File: src/dstc_consts.svh
// Constants for the self-test command handler
`ifndef DSTC_CONSTS_SVH
`define DSTC_CONSTS_SVH

`define DSTC_CMD_DISABLE 4'hc
`define DSTC_CMD_ENABLE 4'hd
`define DSTC_CMD_UNUSED14 4'he
`define DSTC_CMD_UNUSED15 4'hf
`define DSTC_ADDR_GLOBAL 4'h0
`define DSTC_DISABLE_LOCK_COUNT 2'h2
`define DSTC_RSP_FLAG_LSB 1
`define DSTC_RSP_ADDR_LSB 12

`endif

File: src/dstc_pkg.sv
// Types for the self-test command handler
package dstc_pkg;

  typedef struct packed {
    logic [7:0] data;
    logic [3:0] addr;
    logic [3:0] code;
    logic long_fmt;
    logic from_downstream;
  } dstc_cmd_s;

  typedef struct packed {
    logic otp_program_enable_flag;
    logic undervoltage_flag;
    logic self_test_active_flag;
    logic bus_switch_flag;
    logic [1:0] attribute_bits;
    logic error_flag;
  } dstc_flags_s;

  typedef enum logic [1:0] {
    DSTC_IDLE,
    DSTC_DECODE,
    DSTC_RESPOND
  } dstc_state_e;

endpackage

File: src/dstc_decode.sv
// Command decoder for the self-test commands
`timescale 1ns/100ps
`include "dstc_consts.svh"
module dstc_decode (
  input wire dstc_pkg::dstc_cmd_s i_cmd,
  input wire logic [3:0] i_bus_address,
  output logic o_is_disable,
  output logic o_is_enable,
  output logic o_is_other_valid,
  output logic o_is_global
);
  wire addr_hit;
  wire addr_global;
  wire upstream;
  assign upstream = !i_cmd.from_downstream;
  assign addr_global = (i_cmd.addr == `DSTC_ADDR_GLOBAL);
  assign addr_hit = (i_cmd.addr == i_bus_address);
  assign o_is_global = addr_global;
  // Disable accepted at own or global address, either format
  assign o_is_disable = upstream && (i_cmd.code == `DSTC_CMD_DISABLE)
    && (addr_hit || addr_global);
  // Enable never at global address
  assign o_is_enable = upstream && (i_cmd.code == `DSTC_CMD_ENABLE)
    && addr_hit && !addr_global;
  assign o_is_other_valid = upstream && addr_hit
    && (i_cmd.code != `DSTC_CMD_DISABLE) && (i_cmd.code != `DSTC_CMD_ENABLE)
    && (i_cmd.code != `DSTC_CMD_UNUSED14)
    && (i_cmd.code != `DSTC_CMD_UNUSED15);
endmodule

File: src/dstc_handler.sv
// Self-test command handler top level
`timescale 1ns/100ps
`include "dstc_consts.svh"
module dstc_handler (
  input wire logic i_clk,
  input wire logic i_reset_n,
  input wire logic i_cmd_valid,
  input wire dstc_pkg::dstc_cmd_s i_cmd,
  input wire logic i_clear_cmd,
  input wire logic i_regulator_uv_reset,
  input wire logic i_frame_timeout_reset,
  input wire logic [3:0] i_bus_address,
  input wire logic i_reservoir_cap_low,
  input wire logic i_internal_error,
  input wire logic i_bus_switch_close,
  input wire logic i_otp_program_enable,
  input wire logic [7:0] i_device_config_register,
  output logic o_self_test_excite,
  output logic o_lockout,
  output logic o_rsp_valid,
  output logic [15:0] o_rsp_word
);
  // ---------------------------------------------------------------
  // Helper functions
  // ---------------------------------------------------------------
  // Lockout threshold test
  function automatic logic at_lock_count(
    input logic [1:0] count
  );
    logic result;
    result = (count == `DSTC_DISABLE_LOCK_COUNT);
    return result;
  endfunction

  // Next consecutive-disable count, restart beats advance
  function automatic logic [1:0] count_step(
    input logic [1:0] count,
    input logic restart,
    input logic advance
  );
    logic [1:0] result;
    result = count;
    if (restart) begin
      result = 2'h0;
    end else if (advance) begin
      result = count + 2'h1;
    end
    return result;
  endfunction

  // Next lockout latch, clear beats set
  function automatic logic lock_step(
    input logic lock,
    input logic clear,
    input logic set_req
  );
    logic result;
    result = lock || set_req;
    if (clear) begin
      result = 1'b0;
    end
    return result;
  endfunction

  // Next excitation level, stop beats start
  function automatic logic excite_step(
    input logic level,
    input logic stop,
    input logic start
  );
    logic result;
    result = level;
    if (stop) begin
      result = 1'b0;
    end else if (start) begin
      result = 1'b1;
    end
    return result;
  endfunction

  // Response state after a decoded command
  function automatic dstc_pkg::dstc_state_e rsp_step(
    input logic answer,
    input logic quiet
  );
    dstc_pkg::dstc_state_e result;
    result = dstc_pkg::DSTC_IDLE;
    if (answer) begin
      result = dstc_pkg::DSTC_RESPOND;
    end else if (quiet) begin
      result = dstc_pkg::DSTC_DECODE;
    end
    return result;
  endfunction

  // ---------------------------------------------------------------
  // Synchronise asynchronous level inputs
  // ---------------------------------------------------------------
  logic uv_meta;
  logic uv_sync;
  logic err_meta;
  logic err_sync;

  // Reservoir-low level, two stages
  always_ff @(posedge i_clk or negedge i_reset_n) begin
    if (!i_reset_n) begin
      uv_meta <= 1'b0;
      uv_sync <= 1'b0;
    end else begin
      uv_meta <= i_reservoir_cap_low;
      uv_sync <= uv_meta;
    end
  end

  // Internal error level, two stages
  always_ff @(posedge i_clk or negedge i_reset_n) begin
    if (!i_reset_n) begin
      err_meta <= 1'b0;
      err_sync <= 1'b0;
    end else begin
      err_meta <= i_internal_error;
      err_sync <= err_meta;
    end
  end

  // ---------------------------------------------------------------
  // Command decode
  // ---------------------------------------------------------------
  logic is_disable;
  logic is_enable;
  logic is_other;
  logic is_global;
  dstc_decode u_decode (
    .i_cmd(i_cmd),
    .i_bus_address(i_bus_address),
    .o_is_disable(is_disable),
    .o_is_enable(is_enable),
    .o_is_other_valid(is_other),
    .o_is_global(is_global)
  );

  // Data field i_cmd.data is deliberately unused
  wire cmd_strobe;
  wire take_disable;
  wire take_enable;
  wire take_other;
  wire take_quiet;
  assign cmd_strobe = i_cmd_valid;
  assign take_disable = cmd_strobe && is_disable;
  assign take_enable = cmd_strobe && is_enable;
  assign take_other = cmd_strobe && is_other;
  assign take_quiet = take_disable && is_global;

  // ---------------------------------------------------------------
  // Lockout clear sources
  // ---------------------------------------------------------------
  wire clear_by_uv;
  wire clear_by_cmd;
  wire clear_by_regulator;
  wire clear_by_timeout;
  wire lock_clear;

  assign clear_by_uv = uv_sync;
  assign clear_by_cmd = i_clear_cmd;
  assign clear_by_regulator = i_regulator_uv_reset;
  assign clear_by_timeout = i_frame_timeout_reset;
  assign lock_clear = clear_by_uv || clear_by_cmd || clear_by_regulator
    || clear_by_timeout;

  // ---------------------------------------------------------------
  // Consecutive-disable counter
  // ---------------------------------------------------------------
  logic [1:0] disable_count;
  logic [1:0] next_disable_count;
  wire count_full;
  wire count_restart;
  wire count_advance;
  wire reach_lock;

  assign count_full = at_lock_count(disable_count);
  assign count_restart = take_other || take_enable || lock_clear;
  assign count_advance = take_disable && !count_full;
  assign next_disable_count = count_step(disable_count, count_restart, count_advance);
  assign reach_lock = at_lock_count(next_disable_count);

  // Count register
  always_ff @(posedge i_clk or negedge i_reset_n) begin
    if (!i_reset_n) begin
      disable_count <= 2'h0;
    end else begin
      disable_count <= next_disable_count;
    end
  end

  // ---------------------------------------------------------------
  // Lockout latch
  // ---------------------------------------------------------------
  logic lockout;
  logic next_lockout;

  assign next_lockout = lock_step(lockout, lock_clear, reach_lock);

  // Latch register
  always_ff @(posedge i_clk or negedge i_reset_n) begin
    if (!i_reset_n) begin
      lockout <= 1'b0;
    end else begin
      lockout <= next_lockout;
    end
  end

  // ---------------------------------------------------------------
  // Self-test excitation
  // ---------------------------------------------------------------
  logic excite;
  logic next_excite;
  wire excite_stop;
  wire excite_start;

  assign excite_stop = take_disable || next_lockout;
  assign excite_start = take_enable;
  assign next_excite = excite_step(excite, excite_stop, excite_start);

  // Excitation register
  always_ff @(posedge i_clk or negedge i_reset_n) begin
    if (!i_reset_n) begin
      excite <= 1'b0;
    end else begin
      excite <= next_excite;
    end
  end

  // ---------------------------------------------------------------
  // Response flags
  // ---------------------------------------------------------------
  wire flag_otp;
  wire flag_uv;
  wire flag_active;
  wire flag_switch;
  wire [1:0] flag_attr;
  wire flag_error;

  assign flag_otp = i_otp_program_enable;
  assign flag_uv = uv_sync;
  assign flag_active = next_excite;
  assign flag_switch = i_bus_switch_close;
  assign flag_attr = i_device_config_register[1:0];
  assign flag_error = err_sync;

  dstc_pkg::dstc_flags_s flags;
  assign flags.otp_program_enable_flag = flag_otp;
  assign flags.undervoltage_flag = flag_uv;
  assign flags.self_test_active_flag = flag_active;
  assign flags.bus_switch_flag = flag_switch;
  assign flags.attribute_bits = flag_attr;
  assign flags.error_flag = flag_error;

  // ---------------------------------------------------------------
  // Response word
  // ---------------------------------------------------------------
  logic [15:0] rsp_word_c;
  wire rsp_long;
  assign rsp_long = i_cmd.long_fmt;
  dstc_response u_response (
    .i_flags(flags),
    .i_bus_address(i_bus_address),
    .i_long_fmt(rsp_long),
    .o_word(rsp_word_c)
  );

  // ---------------------------------------------------------------
  // Response sequencing
  // ---------------------------------------------------------------
  dstc_pkg::dstc_state_e rsp_state;
  dstc_pkg::dstc_state_e next_rsp_state;
  wire rsp_due;

  // Answer local enable and disable only, stay silent on global disable
  assign rsp_due = take_enable || (take_disable && !take_quiet);
  // Track how the last command was handled
  always_comb begin
    next_rsp_state = dstc_pkg::DSTC_IDLE;
    case (rsp_state)
      dstc_pkg::DSTC_IDLE: begin
        next_rsp_state = rsp_step(rsp_due, take_quiet);
      end
      dstc_pkg::DSTC_DECODE: begin
        next_rsp_state = rsp_step(rsp_due, take_quiet);
      end
      dstc_pkg::DSTC_RESPOND: begin
        next_rsp_state = rsp_step(rsp_due, take_quiet);
      end
      default: begin
        next_rsp_state = dstc_pkg::DSTC_IDLE;
      end
    endcase
  end

  // State register
  always_ff @(posedge i_clk or negedge i_reset_n) begin
    if (!i_reset_n) begin
      rsp_state <= dstc_pkg::DSTC_IDLE;
    end else begin
      rsp_state <= next_rsp_state;
    end
  end

  // ---------------------------------------------------------------
  // Outputs
  // ---------------------------------------------------------------
  // Word holds until the next answer
  always_ff @(posedge i_clk or negedge i_reset_n) begin
    if (!i_reset_n) begin
      o_rsp_word <= 16'h0000;
    end else if (rsp_due) begin
      o_rsp_word <= rsp_word_c;
    end
  end

  assign o_rsp_valid = (rsp_state == dstc_pkg::DSTC_RESPOND);
  assign o_self_test_excite = excite;
  assign o_lockout = lockout;
endmodule

File: src/dstc_response.sv
// Response word builder for the self-test commands
`timescale 1ns/100ps
`include "dstc_consts.svh"
module dstc_response (
  input wire dstc_pkg::dstc_flags_s i_flags,
  input wire logic [3:0] i_bus_address,
  input wire logic i_long_fmt,
  output logic [15:0] o_word
);
  wire [7:0] low_byte;
  wire [15:0] long_word;
  wire [15:0] short_word;
  assign low_byte = {i_flags, 1'b0};
  assign short_word = {8'h00, low_byte};
  assign long_word = {i_bus_address, 4'h0, low_byte};
  assign o_word = i_long_fmt ? long_word : short_word;
endmodule

File: config.mk
export PLATFORM = sky130hd
export DESIGN_NAME = dstc_handler
export DESIGN_NICKNAME = d
export VERILOG_FILES = /design/src/dstc_pkg.sv /design/src/dstc_decode.sv /design/src/dstc_handler.sv /design/src/dstc_response.sv
export VERILOG_INCLUDE_DIRS = /design/src
export SDC_FILE = /design/constraint.sdc
export NUM_CORES = 1
export LEC_CHECK = 0
export ABC_AREA = 0
export BUFFER_PORTS_ARGS = -buffer_cell sky130_fd_sc_hd__buf_2
export CORE_MARGIN = 2
export CORE_UTILIZATION = 45
export DETAILED_ROUTE_END_ITERATION = 6
export PLACE_DENSITY_LB_ADDON = 0.12
export SYNTH_ARGS = -nofsm -noshare
export SYNTH_HDL_FRONTEND = slang
export SYNTH_HIERARCHICAL = 1
export SYNTH_SLANG_ARGS = --single-unit
export TNS_END_PERCENT = 50
File: constraint.sdc
create_clock -name i_clk -period 2.2 [get_ports i_clk]
set_input_delay 0.22 -clock i_clk [delete_from_list [all_inputs] [get_ports i_clk]]
set_output_delay 0.22 -clock i_clk [all_outputs]
set_load 0.01 [all_outputs]
Yosys cells after proc, flatten, opt, wreduce, memory -nomap -nowiden
Cells that the tools add are included.
Widths: inputs -> output; s select.
Word-level totals
  bits of input ports: 40
  memory bits (read-only): 0
  memory bits (writable): 0
  output and inout port bits: 19
  register bits after elaboration: 26
  bits in latches: 0
  logic and storage cells: 62
  memories: 0
Cells by class
  bitwise logic cells: 0
  shifts and indexed selects: 0
  magnitude comparators: 0
  mux-type cells: 9
  $mul: 0
  add/subtract/negate cells: 1
  reduce and logical (&&, ||, !) cells: 32
  divide/modulo/power cells: 0
  eq/ne operators: 11
Operator list (number)
  $logic_and 1x1->1: 16
  $mux 16: 1
  $ne 4x4->1 const B: 4
  $logic_or 1x1->1: 9
  $eq 4x4->1 const B: 2
  $mux 2: 4
  $eq 2x2->1 const B: 3
  $eq 4x4->1: 1
  $logic_not 1->1: 4
  $logic_not 4->1: 1
  $mux 1: 4
  $reduce_or 3->1: 1
  $add 2x1->2 const B: 1
  $eq 2x1->1 const B: 1
  $logic_not 2->1: 1

Longest topological paths before layout
Gate-level depths: netlist (run 1).
  word-level depth: 16
  gate-level depth with buffers: 10
  mapped depth without buffers: 8

Cells and area by module
Netlist (run 1), hierarchy kept.
By module, submodules not included
  dstc_handler: sequential area each 650.6 µm², area an instance 1044.8 µm², times used 1, cells an instance 68
  dstc_response: sequential area each 0.0 µm², area an instance 118.9 µm², times used 1, cells an instance 17
  dstc_decode: sequential area each 0.0 µm², area an instance 110.1 µm², times used 1, cells an instance 12

Worst setup path after synthesis (run 1)
No wires, ideal clock.
  path type: input-to-reg
  from: input i_cmd[6] (netlist bit)
  to: register o_rsp_word[5]
  library setup time: 0.128 ns
  stages: 10
  slack: 0.082 ns
  arrival: 1.991 ns
  path buffers: 2
  required time: 2.072 ns
  cells stage by stage: nor4_4 -> inv_2 -> a211oi_2 -> and3b_1 -> buf_6 -> o211ai_2 -> o31ai_4 -> a211oi_1 -> buf_4 -> mux2_1
Between the ends
  elaborated cells on any way between the ends: 31
  those cells by class: eq/ne: 2; mux: 6; reduce/logical: 23
RTL lines
  start, declared: RTL line dstc_handler.sv:8  | input wire dstc_pkg::dstc_cmd_s i_cmd,
  $eq 4x4->1 or $logic_not 4->1 (tied branches)
  $logic_or 1x1->1 (*): RTL line dstc_decode.sv:21  | && (addr_hit || addr_global);
  $logic_and 1x1->1 (*): RTL line dstc_decode.sv:20  | assign o_is_disable = upstream && (i_cmd.code == `DSTC_CMD_DISABLE)
  via is_disable: RTL line dstc_handler.sv:129  | logic is_disable;
  $logic_and 1x1->1 (*): RTL line dstc_handler.sv:149  | assign take_disable = cmd_strobe && is_disable;
  $logic_and 1x1->1 (*): RTL line dstc_handler.sv:182  | assign count_advance = take_disable && !count_full;
  $mux 2 (*): RTL line dstc_handler.sv:45  | end else if (advance) begin
  $mux 2 (*): RTL line dstc_handler.sv:43  | if (restart) begin
  $eq 2x2->1 (no line) (*)
  $logic_or 1x1->1 (*): RTL line dstc_handler.sv:58  | result = lock || set_req;
  $mux 1 (*): RTL line dstc_handler.sv:59  | if (clear) begin
  via next_lockout: RTL line dstc_handler.sv:199  | logic next_lockout;
  $logic_or 1x1->1 (*): RTL line dstc_handler.sv:220  | assign excite_stop = take_disable || next_lockout;
  $mux 1 (*): RTL line dstc_handler.sv:73  | if (stop) begin
  via flag_active: RTL line dstc_handler.sv:238  | wire flag_active;
  $mux 16 (*): RTL line dstc_response.sv:16  | assign o_word = i_long_fmt ? long_word : short_word;
  via rsp_word_c[5]: RTL line dstc_handler.sv:261  | logic [15:0] rsp_word_c;
  end signal, assigned: RTL line dstc_handler.sv:316  | o_rsp_word <= rsp_word_c;
  end, declared: RTL line dstc_handler.sv:21  | output logic [15:0] o_rsp_word
The timed path passes the listed nets; every way through them passes the cells marked *.
A chain may end at the register's enable or synchronous reset.

Worst setup path in the final report (run 1)
  from: input i_cmd[6] (netlist bit)
  to: register o_rsp_word[5]
Between the ends
  elaborated cells on any way between the ends: 31
  those cells by class: eq/ne: 2; mux: 6; reduce/logical: 23
RTL lines (RTL line)
  $eq 4x4->1 or $logic_not 4->1 (tied branches)
  $logic_or 1x1->1 (*): dstc_decode.sv:21
  $logic_and 1x1->1 (*): dstc_decode.sv:20
  via is_disable: dstc_handler.sv:129
  $logic_and 1x1->1 (*): dstc_handler.sv:149
  $logic_and 1x1->1 (*): dstc_handler.sv:182
  $mux 2 (*): dstc_handler.sv:45
  $mux 2 (*): dstc_handler.sv:43
  $eq 2x2->1 (no line) (*)
  $logic_or 1x1->1 (*): dstc_handler.sv:58
  $mux 1 (*): dstc_handler.sv:59
  via next_lockout: dstc_handler.sv:199
  $logic_or 1x1->1 (*): dstc_handler.sv:220
  $mux 1 (*): dstc_handler.sv:73
  via flag_active: dstc_handler.sv:238
  $mux 16 (*): dstc_response.sv:16
Marks and branches as above.

==> summary.txt, run 1 <==
Outcome
  • Outcome: complete, no violations

Layout
  • # fillers: ~260
  • Area Growth Syn to Fin: 21.1%
  • FF/Latch Area: about 650 um^2
  • Final std cells w/o fill: around 170
  • Most frequent cells in the layout: 44 x buf_2, 26 x dfrtp_1, 9 x mux2_1
  • Diode count: 0
  • Final layout net count: about 190
  • Commonest non-fill, non-tap cell in the layout: buf_2
  • Footprint of the multi-input gates: between 500 and 600 um^2
  • Share of cells above drive strength 1: 48.3%

Pwr
  • Pwr/cell area: 564 mW/mm^2
  • VDD IR max: 0.393 mV
  • Leakage: 0.812 nW

Hold path
  • Hold path start: i_otp_program_enable
  • Worst Hold Path EP: o_rsp_word[7]
  • Hold Crit Depth: 2
  • Hold WC Path Type: input port to flop

Synth
  • Synthesized flop and latch total: 26
  • Unique masters post-synth: 30
  • Number of synthesized flops with an enable pin: 0
  • Ys async rst share: 100%
  • Mean post-synth cell area: 13.1 um^2
  • Synth Cell Area: 0.00127 mm^2
  • Main synth FF type: dfrtp_1
  • Yosys top cell area share: about half
  • Ranking of synthesized cells by area: dfrtp_1 51%, mux2_1 8.0%, buf_4 7.7%, mux2_2 6.2%, xnor2_1 3.4%
  • YS warnings: 6
  • Post-synthesis sequential area ratio: 51.1%
  • Area leader, netlist: dfrtp_1
  • Post-Syn Instances: 97

STA
  • Final Max Tran Viols: 0
  • Final worst hold slack: 0.115 ns
  • Slew @ Worst Pin: between 0.5 and 0.6 ns
  • Clock skew: roughly 0.0054 ns
  • Final setup vio count: 0
  • Crit share post-route: around nine tenths
  • RSZ-0062 raised after global routing: no
  • Final count of hold timing violations: 0
  • Tmin final: 1.94 ns
  • Fmax: just over 500 MHz
  • Slew margin rel.: between 60% and 70%

Global route
  • Vias in the first global route: approximately 840
  • Largest net degree at the start of global routing: 27
  • First-pass GRT wire length: ~3600 um
  • Initial antenna violation count: 0
  • Gr ovfl total: 0
  • GRT Total Usage: 13.9%

Clock network
  • Worst-case clock buffer depth: 2
  • Clock root cell: clkbuf_4
  • Worst-skew pair later-pin latency: a little over 0.3 ns
  • H-tree Lvls: 1
  • CTS tree: done
  • Setup Buffers After CTS: 0
  • Clock sink total: 26
  • Number of buffers created by CTS: 3
  • Clock transition at the registers of the reported paths: ~0.13 ns

Critical path
  • FF-to-FF path depth: 8
  • Crit Reg-Reg Startpoint: disable_count[0]
  • RR Endpoint: o_rsp_word[5]
  • R2R Setup Slk: about 0.27 ns
  • Data arrival time of the worst path: 2.15 ns
  • Worst EP required: roughly 2.4 ns
  • Crit Path Class: input port to flop
  • Critical path fanouts, max: 5
  • CP Launch Type: input port
  • Crit end category: flop

Floorplanning
  • Die Area: ~0.0033 mm^2
  • Placeable Area: around 0.0027 mm^2
  • Die Width: roughly 57 um
  • Initial core utilization: about 47%
  • Die H: 57.2 um
  • Boundary Pins: 59
  • Placement row count: 19

Routing
  • Vias: between 800 and 900
  • Post-Route WL: around 2100 um
  • Iter 0 DRT Violations: 26
  • ANT nets after route: 0
  • DRT Pass-1 Iters: 2
  • Via-to-Cell Ratio: 4.82
  • DRC: 0
  • Average routed wire per standard cell: about 12 um

Placement
  • Port bufs: 44
  • Inst Count DP: roughly 170
  • DPL Wire Length: ~1600 um
  • RD Place Congestion: a little under 0.7

Run
  • MaxCap Viol Count: 0
==> worst max-delay path, cell delays in order <==
cell,delay [ns]
buf_2,0.12
xnor2_1,0.18
nand4_1,0.17
a211oi_2,0.39
and3b_1,0.29
o211ai_2,0.12
o31ai_4,0.26
a211oi_1,0.10
mux2_1,0.30
==> synthesized netlist by cell type (2+ instances only) <==
cell type and n:
mux2_1 9, xnor2_1 5, dfrtp_1 26, nand2_1 2
nand4b_1 2, mux2_2 7, a21oi_1 3, buf_4 13
and2_1 4, nor2_1 4, o21ai_0 2, a211oi_1 2
==> per-stage QoR <==
step                      total power [W]  TNS (ns)  setup WS [ns]  instance area, um^2  util [%]
after CTS                        0.000882         0          0.248                 1540      56.4
after global placement           0.000637   -0.0220        -0.0220                 1480      54.0
after floorplan                  0.000587         0         0.0819                 1290         -
after global routing             0.000912         0          0.121                 1540      56.4
after detailed placement         0.000642   -0.0811        -0.0811                 1480      54.0
final                            0.000870         0          0.261                 1540      56.4
==> state kept, by name, indices dropped and copies added (netlist names) <==
name	count
disable_count	2
rsp_state	2
uv_meta	1
o_self_test_excite	1
o_lockout	1
clear_by_uv	1
err_sync	1
err_meta	1
o_rsp_word	16
==> cell families (layout without fill, tap and decap cells) <==
kind of cell | Yosys count | after routing | synth area share (%)
flip-flops | 26 | 26 | 51.1
AND/OR/NAND/NOR | 20 | 20 | 11.6
multiplexers | 16 | 16 | 14.1
buffers and inverters | 16 | 58 | 9.13
AO/OA/AOI/OAI | 12 | 12 | 9.33
XOR/XNOR | 5 | 5 | 3.44
adder cells (fa/ha/maj) | 1 | 1 | 0.982
other | 1 | 5 | 0.294
==> layout make-up <==
class | instances | share of cell area [%]
Clock buffer | 4 | 2.35
Inverter | 2 | 0.487
Multi-Input combinational cell | 59 | 33.8
Sequential cell | 26 | 42.2
Tap cell | 31 | 2.51
Timing Repair Buffer | 52 | 18.7
==> power by group <==
part / leakage, nW / internal, W / switching, W
Combinational: 0.441 / 0.0000611 / 0.0000589
Clock: 0.0210 / 0.000101 / 0.000133
Sequential: 0.351 / 0.000504 / 0.0000111
==> metal layers <==
layer / track usage [%] / vias to the layer above / wire (um)
li1: - / 412 / -
met1: 19.2 / 399 / 992
met2: 21.8 / 26 / 1010
met3: 2.27 / 2 / 136
met4: 5.98 / 0 / 14
met5: 0 / - / 0
==> how the worst max path moves through the flow <==
stage	to	slack (ns)	startpoint	cells past startpoint
final	o_rsp_word[5]	0.26	i_cmd[6]	9
after global routing	o_rsp_word[5]	0.12	i_cmd[7]	9
after CTS	o_rsp_word[5]	0.25	disable_count[0]	8
after detailed placement	o_rsp_word[5]	-0.08	i_cmd[6]	9
after global placement	o_rsp_word[5]	-0.02	i_cmd[6]	9
after floorplan	o_rsp_word[5]	0.08	i_cmd[6]	10
==> timing repair <==
item,CTS,global route
hold endpoints to repair,28,0
resized for setup,0,0
hold buffers,3,0
No activity file was read; power rests on OpenSTA's default activity.
==> inputs of run 2 (changes only) <==
--- a/config.mk
+++ b/config.mk
@@ -8,8 +8,10 @@
 export LEC_CHECK = 0
 export ABC_AREA = 0
 export BUFFER_PORTS_ARGS = -buffer_cell sky130_fd_sc_hd__buf_2
+export CELL_PAD_IN_SITES_DETAIL_PLACEMENT = 0
+export CELL_PAD_IN_SITES_GLOBAL_PLACEMENT = 1
 export CORE_MARGIN = 2
-export CORE_UTILIZATION = 45
+export CORE_UTILIZATION = 32
 export DETAILED_ROUTE_END_ITERATION = 6
 export PLACE_DENSITY_LB_ADDON = 0.12
 export SYNTH_ARGS = -nofsm -noshare
==> constraint.sdc (replaced) <==
create_clock -name i_clk -period 1.7 [get_ports i_clk]
set_input_delay 0.17 -clock i_clk [delete_from_list [all_inputs] [get_ports i_clk]]
set_output_delay 0.17 -clock i_clk [all_outputs]
set_load 0.01 [all_outputs]
==> run 2 against run 1 <==
Compared with the run above:
- the flow now finishes with violations (setup timing)
- register-to-register slack worse by 0.39 ns
- combinational power up 58%
- count of clock-buffer cells in the layout down 1
- sequential power up 30%
- global-route usage down 1.2 points
- non-clock buffer count up 16
- clock skew down 0.0016 ns
- die area up 38%
- clock power up 120%
- via count up 14%
- power up 57%
- largest power group unchanged
==> summary.txt, run 2 (synthesis gave the netlist of run 1 again) <==
Critical path
  • Crit end category: flop (unchanged)
  • Worst path cell trace: inv_2, ha_4, and3b_2, buf_6, a21bo_4, o31ai_4, a211oi_2, mux2_4 (was buf_2, xnor2_1, nand4_1, a211oi_2, and3b_1, o211ai_2, o31ai_4, a211oi_1, mux2_1)
  • CP Launch Type: flop (was input port)
  • Critical path fanouts, max: 2 (was 5)
  • Worst path buffer plus inverter count: 2 (was 1)
  • Data arrival time of the worst path: 1.98 ns (was 2.15 ns)
  • CP top delay family: compound AO/OA/AOI/OAI gates (unchanged)
  • CP peak stage delay: 0.40 ns (was 0.39 ns)
  • Crit Path Class: flop to flop (was input port to flop)
  • Crit Reg-Reg Startpoint: disable_count[0] (unchanged)
  • CP startpoint: disable_count[0] (was i_cmd[6])
  • Critical-path top delay cell: dfrtp_1 (was a211oi_2)
  • Worst EP required: 1.86 ns (was 2.41 ns)

Routing
  • Via-to-Cell Ratio: 4.56 (was 4.82)
  • Post-Route WL: 2820 um (was 2150 um)
  • ANT nets after route: 0 (unchanged)
  • DRT Pass-1 Iters: 4 (was 2)
  • Max Used Layer: met4 (unchanged)
  • Iter 0 DRT Violations: 27 (was 26)
  • Vias: 954 (was 839)
  • Average routed wire per standard cell: 13.5 um (was 12.3 um)
  • Met1 Wirelength: 1130 um (was 992 um)
  • Metal3 WL: 165 um (was 136 um)
  • Met2 WL post-DR: 1470 um (was 1010 um)
  • DRC: 0 (unchanged)

Pwr
  • Int Pwr: 0.00107 W (was 0.000666 W)
  • Psw: 0.000300 W (was 0.000203 W)
  • Clock power share: 37.4% (was 27.0%)
  • Comb pwr share: 13.8% (about the same)
  • Sw Ratio: 21.9% (was 23.4%)
  • VDD IR max: 0.440 mV (was 0.393 mV)
  • Leakage: 0.943 nW (was 0.812 nW)
  • Sequential power share: 48.8% (was 59.2%)
  • Pwr/cell area: 745 mW/mm^2 (was 564 mW/mm^2)
  • PnR Total Power: 0.00137 W (was 0.000870 W)

Outcome
  • Failing checks: setup timing
  • Outcome: finished, violations left (was complete, no violations)

Global route
  • First-pass GRT wire length: 4200 um (was 3580 um)
  • Initial antenna violation count: 0 (unchanged)
  • GRT Total Usage: 12.7% (was 13.9%)
  • Largest net degree at the start of global routing: 27 (unchanged)
  • Gr ovfl total: 0 (unchanged)
  • Vias in the first global route: 936 (was 836)

Floorplanning
  • Die Area: 0.00450 mm^2 (was 0.00327 mm^2)
  • Boundary Pins: 59 (unchanged)
  • Placeable Area: 0.00374 mm^2 (was 0.00273 mm^2)
  • Die Width: 67.1 um (was 57.2 um)
  • Die H: 67.1 um (was 57.2 um)
  • Placement row count: 22 (was 19)
  • Initial core utilization: 34.0% (was 46.6%)

Placement
  • Worst slack, placed: -0.361 ns (was -0.0811 ns)
  • Port bufs: 44 (unchanged)
  • DPL Wire Length: 1850 um (was 1620 um)
  • RD Place Congestion: 0.762 (was 0.679)

Hold path
  • Hold WC Path Type: input port to flop (unchanged)
  • Hold path start: i_otp_program_enable (unchanged)

STA
  • Final Max Tran Viols: 0 (unchanged)
  • RSZ-0062 raised after global routing: yes (was no)
  • Clock skew: 0.00381 ns (was 0.00541 ns)
  • Tmin final: around 1.8 ns
  • Slew @ Worst Pin: 0.584 ns (was 0.548 ns)
  • Crit share post-route: 107%
  • Slew margin rel.: 61.1% (was 63.5%)
  • Setup tns final: -0.116 ns (was 0 ns)
  • Fmax: around 550 MHz
  • Final setup vio count: 1 (was 0)
  • Final count of hold timing violations: 0 (unchanged)
  • Setup ws final: -0.116 ns (was 0.261 ns)

Clock network
  • Clock transition at the registers of the reported paths: 0.09 ns (was 0.13 ns)
  • Clock root cell: clkbuf_8 (was clkbuf_4)
  • Clock sink total: 26 (unchanged)
  • CTS tree: done (unchanged)
  • Worst-case clock buffer depth: 2 (unchanged)
  • H-tree Lvls: 1 (unchanged)
  • Worst-skew pair later-pin latency: 0.27 ns (was 0.31 ns)
  • Number of buffers created by CTS: 3 (unchanged)

Layout
  • Max reg flops: 16 (unchanged)
  • Commonest non-fill, non-tap cell in the layout: buf_2 (unchanged)
  • Biggest regs: o_rsp_word x16, disable_count x2, rsp_state x2 (unchanged)
  • Diode count: 0 (unchanged)
  • Most frequent cells in the layout: 43 x buf_2, 26 x dfrtp_1, 19 x buf_4 (was 44 x buf_2, 26 x dfrtp_1, 9 x mux2_1)
  • Share of cells above drive strength 1: 61.5% (was 48.3%)
  • # fillers: 368 (was 255)
  • Final layout net count: 203 (was 185)
  • Largest register by flop count: o_rsp_word (unchanged)
  • Area Growth Syn to Fin: 44.0% (was 21.1%)

Run
  • MaxCap Viol Count: 0 (unchanged)
## run 2: cell type report
class                           instances  area [um^2]  share of cell area, %
Sequential cell                        26          651                   35.5
Inverter                                2         7.51                  0.409
Clock inverter                          1         30.0                   1.64
Timing Repair Buffer                   68          422                   23.0
Multi-Input combinational cell         61          623                   34.0
Tap cell                               48         60.1                   3.27
Clock buffer                            3         41.3                   2.25
## run 2: worst paths after layout
kind                                      end  slack (ns)  depth (start not counted)
min in group asynchronous       o_rsp_word[7]        0.42                          2
worst min-delay path            o_rsp_word[7]        0.11                          2
worst min register to register    clear_by_uv        0.36                          0
worst max-delay path            o_rsp_word[5]       -0.12                          8
max in group asynchronous        rsp_state[1]        0.89                          2
worst max register to register  o_rsp_word[5]       -0.12                          8
## run 2: power by group through the flow
stage	combinational, W	clock (W)	sequential, W
floorplan	0.0000681	0	0.000694
global placement	0.000163	0	0.000678
detailed placement	0.000167	0	0.000680
CTS	0.000174	0.000528	0.000668
global route	0.000207	0.000558	0.000672
finish	0.000189	0.000511	0.000667
## run 2: stage by stage
| stage | utilization (%) | instance area, um^2 | std cells | hold WS, ns |
|---|---|---|---|---|
| CTS | 46.5 | 1740 | 204 | 0.000657 |
| global placement | 42.6 | 1600 | 195 | 0.197 |
| floorplan | - | 1310 | 101 | -0.126 |
| finish | 49.0 | 1830 | 209 | 0.112 |
| detailed placement | 42.6 | 1600 | 195 | 0.210 |
| global route | 49.0 | 1830 | 209 | 0.110 |
## run 2: repair_timing
item                                   CTS  global route
gates resized for setup                  9             9
hold buffers                             1             2
setup endpoints to repair               15            17
pin swaps                                6            11
buffers inserted                         3             4
gates cloned                             1             1
endpoints found under the hold margin   26             2
## run 2: layer usage
metal | up-vias | global-route usage (%)
met3 | 4 | 2.36
met4 | 0 | 5.36
met1 | 472 | 16.2
li1 | 451 | -
met5 | - | 0
met2 | 27 | 20.8
==> inputs of run 3 (changes only) <==
--- a/config.mk
+++ b/config.mk
@@ -6,12 +6,12 @@
 export SDC_FILE = /design/constraint.sdc
 export NUM_CORES = 1
 export LEC_CHECK = 0
-export ABC_AREA = 0
+export ABC_AREA = 1
 export BUFFER_PORTS_ARGS = -buffer_cell sky130_fd_sc_hd__buf_2
 export CELL_PAD_IN_SITES_DETAIL_PLACEMENT = 0
 export CELL_PAD_IN_SITES_GLOBAL_PLACEMENT = 1
 export CORE_MARGIN = 2
-export CORE_UTILIZATION = 32
+export CORE_UTILIZATION = 29
 export DETAILED_ROUTE_END_ITERATION = 6
 export PLACE_DENSITY_LB_ADDON = 0.12
 export SYNTH_ARGS = -nofsm -noshare
==> constraint.sdc (replaced) <==
create_clock -name i_clk -period 1.5 [get_ports i_clk]
set_input_delay 0.15 -clock i_clk [delete_from_list [all_inputs] [get_ports i_clk]]
set_output_delay 0.15 -clock i_clk [all_outputs]
set_load 0.01 [all_outputs]
==> run 3 against run 2 <==
Compared with the run above:
- the run now ends clean
- count of clock-buffer cells in the layout rose by 1
- flip-flop and latch count is the same
- wire length shrank 5.9%
- area after synthesis rose by 3.0%
- largest cell class unchanged
==> summary.txt, run 3 <==
Placement
  • Placed Area: 0.00162 mm^2 (was 0.00160 mm^2)
  • Port bufs: 44 (unchanged)
  • DPL Wire Length: 2010 um (was 1850 um)
  • RD Place Congestion: 0.649 (was 0.762)
  • Worst slack, placed: -0.143 ns (was -0.361 ns)

Routing
  • Vias: 1134 (was 954)
  • Via-to-Cell Ratio: 3.98 (was 4.56)
  • Iter 0 DRT Violations: 30 (was 27)
  • ANT nets after route: 0 (unchanged)
  • Average routed wire per standard cell: 9.30 um (was 13.5 um)
  • Post-Route WL: 2650 um (was 2820 um)
  • DRT Pass-1 Iters: 4 (unchanged)
  • DRC: 0 (unchanged)

Layout
  • Largest register by flop count: o_rsp_word (unchanged)
  • Max reg flops: 16 (unchanged)
  • Final instance area: 0.00176 mm^2 (was 0.00183 mm^2)
  • Final layout net count: 275 (was 203)
  • Diode count: 0 (unchanged)
  • Area Growth Syn to Fin: 34.0% (was 44.0%)
  • Share of cells above drive strength 1: 36.1% (was 61.5%)
  • Most frequent cells in the layout: 73 x nand2_1, 44 x buf_2, 26 x dfrtp_1 (was 43 x buf_2, 26 x dfrtp_1, 19 x buf_4)
  • Biggest regs: o_rsp_word x16, disable_count x2, rsp_state x2 (unchanged)
  • Commonest non-fill, non-tap cell in the layout: nand2_1 (was buf_2)
  • Post-layout util: 40.4% (was 49.0%)
  • # fillers: 473 (was 368)

Synth
  • Ys async rst share: 100% (unchanged)
  • Top cells by count, synth: 76 x nand2_1, 26 x dfrtp_1, 24 x inv_1 (was 26 x dfrtp_1, 13 x buf_4, 9 x mux2_1)
  • Mean post-synth cell area: 7.59 um^2 (was 13.1 um^2)
  • Yosys top cell area share: 49.6% (was 51.1%)
  • Unique masters post-synth: 17 (was 30)
  • Area leader, netlist: dfrtp_1 (unchanged)
  • Post-synthesis sequential area ratio: 49.6% (was 51.1%)
  • Post-Syn Instances: 173 (was 97)
  • Most numerous cell in the Yosys netlist: nand2_1 (was dfrtp_1)
  • Number of synthesized flops with an enable pin: 0 (unchanged)
  • YS warnings: 6 (unchanged)
  • Synth Cell Area: 0.00131 mm^2 (was 0.00127 mm^2)
  • Ranking of synthesized cells by area: dfrtp_1 50%, nand2_1 22%, buf_4 7.4%, inv_1 6.9%, nor2_1 2.9% (was dfrtp_1 51%, mux2_1 8.0%, buf_4 7.7%, mux2_2 6.2%, xnor2_1 3.4%)
  • Synthesized flop and latch total: 26 (unchanged)
  • Main synth FF type: dfrtp_1 (unchanged)

Critical path
  • CP Launch Type: flop (unchanged)
  • Crit path to: o_self_test_excite (was o_rsp_word[5])
  • Crit end category: flop (unchanged)
  • Crit Path Class: flop to flop (unchanged)
  • Data arrival time of the worst path: 1.58 ns (was 1.98 ns)
  • Worst EP required: 1.67 ns (was 1.86 ns)
  • Crit Reg-Reg Startpoint: disable_count[0] (unchanged)
  • R2R Setup Slk: 0.09 ns (was -0.12 ns)
  • CP startpoint: disable_count[0] (unchanged)
  • Critical path fanouts, max: 3 (was 2)
  • RR Endpoint: o_self_test_excite (was o_rsp_word[5])
  • FF-to-FF path depth: 11 (was 8)

STA
  • Final Max Tran Viols: 0 (unchanged)
  • Tmin final: 1.41 ns (was 1.82 ns)
  • Slew @ Worst Pin: 0.602 ns (was 0.584 ns)
  • Slew margin rel.: 59.9% (was 61.1%)
  • Crit share post-route: 94.2% (was 107%)
  • Final setup vio count: 0 (was 1)
  • Clock skew: 0.00104 ns (was 0.00381 ns)
  • Final count of hold timing violations: 0 (unchanged)
  • Fmax: 708 MHz (was 551 MHz)
  • Setup tns final: 0 ns (was -0.116 ns)
  • Setup ws final: 0.0876 ns (was -0.116 ns)

Pwr
  • VDD IR max: 0.320 mV (was 0.440 mV)
  • Leakage: 1.11 nW (was 0.943 nW)
  • PnR Total Power: 0.00143 W (was 0.00137 W)
  • Pwr/cell area: 813 mW/mm^2 (was 745 mW/mm^2)

Hold path
  • Hold WC Path Type: input port to flop (unchanged)

Global route
  • Largest net degree at the start of global routing: 27 (unchanged)
  • Vias in the first global route: 1130 (was 936)
  • Gr ovfl total: 0 (unchanged)
  • GRT Total Usage: 11.4% (was 12.7%)
  • First-pass GRT wire length: 4710 um (was 4200 um)
  • Initial antenna violation count: 0 (unchanged)

Clock network
  • Worst-skew pair later-pin latency: 0.27 ns (about the same)
  • Clock transition at the registers of the reported paths: 0.09 ns (about the same)
  • Clock root cell: clkbuf_8 (unchanged)
  • CTS tree: done (unchanged)
  • Clock sink total: 26 (unchanged)
  • Worst-case clock buffer depth: 2 (unchanged)
  • Number of buffers created by CTS: 3 (unchanged)
  • H-tree Lvls: 1 (unchanged)

Floorplanning
  • Die Width: 71.3 um (was 67.1 um)
  • Placement row count: 24 (was 22)
  • Die Area: 0.00508 mm^2 (was 0.00450 mm^2)
  • Initial core utilization: 30.1% (was 34.0%)
  • Die H: 71.3 um (was 67.1 um)
  • Placeable Area: 0.00435 mm^2 (was 0.00374 mm^2)
  • Boundary Pins: 59 (unchanged)

Run
  • MaxCap Viol Count: 0 (unchanged)

Outcome
  • Outcome: complete, no violations (was finished, violations left)
run 3: cell count changes after synthesis, sizes merged, moves of 3 or more:
cell    previous run  this run
nand3              1         5
nand2              2        77
mux2              16         0
a211oi             3         0
and2               4         0
xnor2              5         0
inv                2        27
nor2               4        13
run 3: cell families (layout without fill, tap and decap cells):
| logic type | Yosys count | in the layout | share of synthesized area (%) |
|---|---|---|---|
| AND/OR/NAND/NOR | 99 | 99 | 30.4 |
| AO/OA/AOI/OAI | 5 | 5 | 2.76 |
| flip-flops | 26 | 26 | 49.6 |
| other | 1 | 5 | 0.286 |
| adder cells (fa/ha/maj) | 1 | 1 | 0.953 |
| buffers and inverters | 41 | 97 | 16.0 |
run 3: worst min path at each step:
stage                                     start            end  slack, ns  depth (start not counted)
CTS                 i_device_config_register[1]  o_rsp_word[3]       0.08                          3
floorplan                             i_reset_n    clear_by_uv      -0.15                          0
finish                     i_otp_program_enable  o_rsp_word[7]       0.08                          3
detailed placement                    i_reset_n  o_rsp_word[3]       0.19                          1
global placement                      i_reset_n  o_rsp_word[2]       0.18                          1
global route               i_otp_program_enable  o_rsp_word[7]       0.09                          3
run 3: final cells by class:
cell class / count / area, um^2 / share of cell area (%)
Timing Repair Buffer: 66 / 393 / 22.3
Sequential cell: 26 / 651 / 37.0
Inverter: 27 / 101 / 5.76
Multi-Input combinational cell: 110 / 494 / 28.1
Tap cell: 52 / 65.1 / 3.70
Clock buffer: 4 / 55.1 / 3.13
run 3: stage by stage:
step / instances / hold WS, ns
6_report: 285 / 0.0817
3_3_place_gp: 275 / 0.179
5_1_grt: 285 / 0.0854
4_1_cts: 282 / 0.0753
3_5_place_dp: 275 / 0.194
2_1_floorplan: 177 / -0.146
run 3: critical path: stages, from the launching register on:
cell and delay (ns):
dfrtp_1 0.36, inv_1 0.06, ha_2 0.18, inv_2 0.07, nand3_2 0.09, nand2_2 0.09
nand2_2 0.06, inv_1 0.06, nand3_2 0.07, nand2_2 0.08, a21oi_2 0.05, buf_4 0.13
run 3: metal layers:
metal | wire [um] | share of wire, % | track usage, %
met5 | 0 | 0 | 0
met4 | 20 | 0.75 | 3.77
met3 | 139 | 5.2 | 2.53
met2 | 1260 | 47 | 20.0
met1 | 1240 | 47 | 13.9
run 3: what timing repair did:
| action | CTS | global route |
|---|---|---|
| endpoints found under the hold margin | 28 | 0 |
| setup buffers | 0 | 3 |
| setup endpoints to repair | 0 | 16 |
| hold buffers | 3 | 0 |
| gates resized for setup | 0 | 9 |
run 3: where the power goes:
group          switching, W  leakage, nW  internal, W
sequential        0.0000207        0.349     0.000746
combinational      0.000114        0.733     0.000101
clock              0.000215       0.0288     0.000234
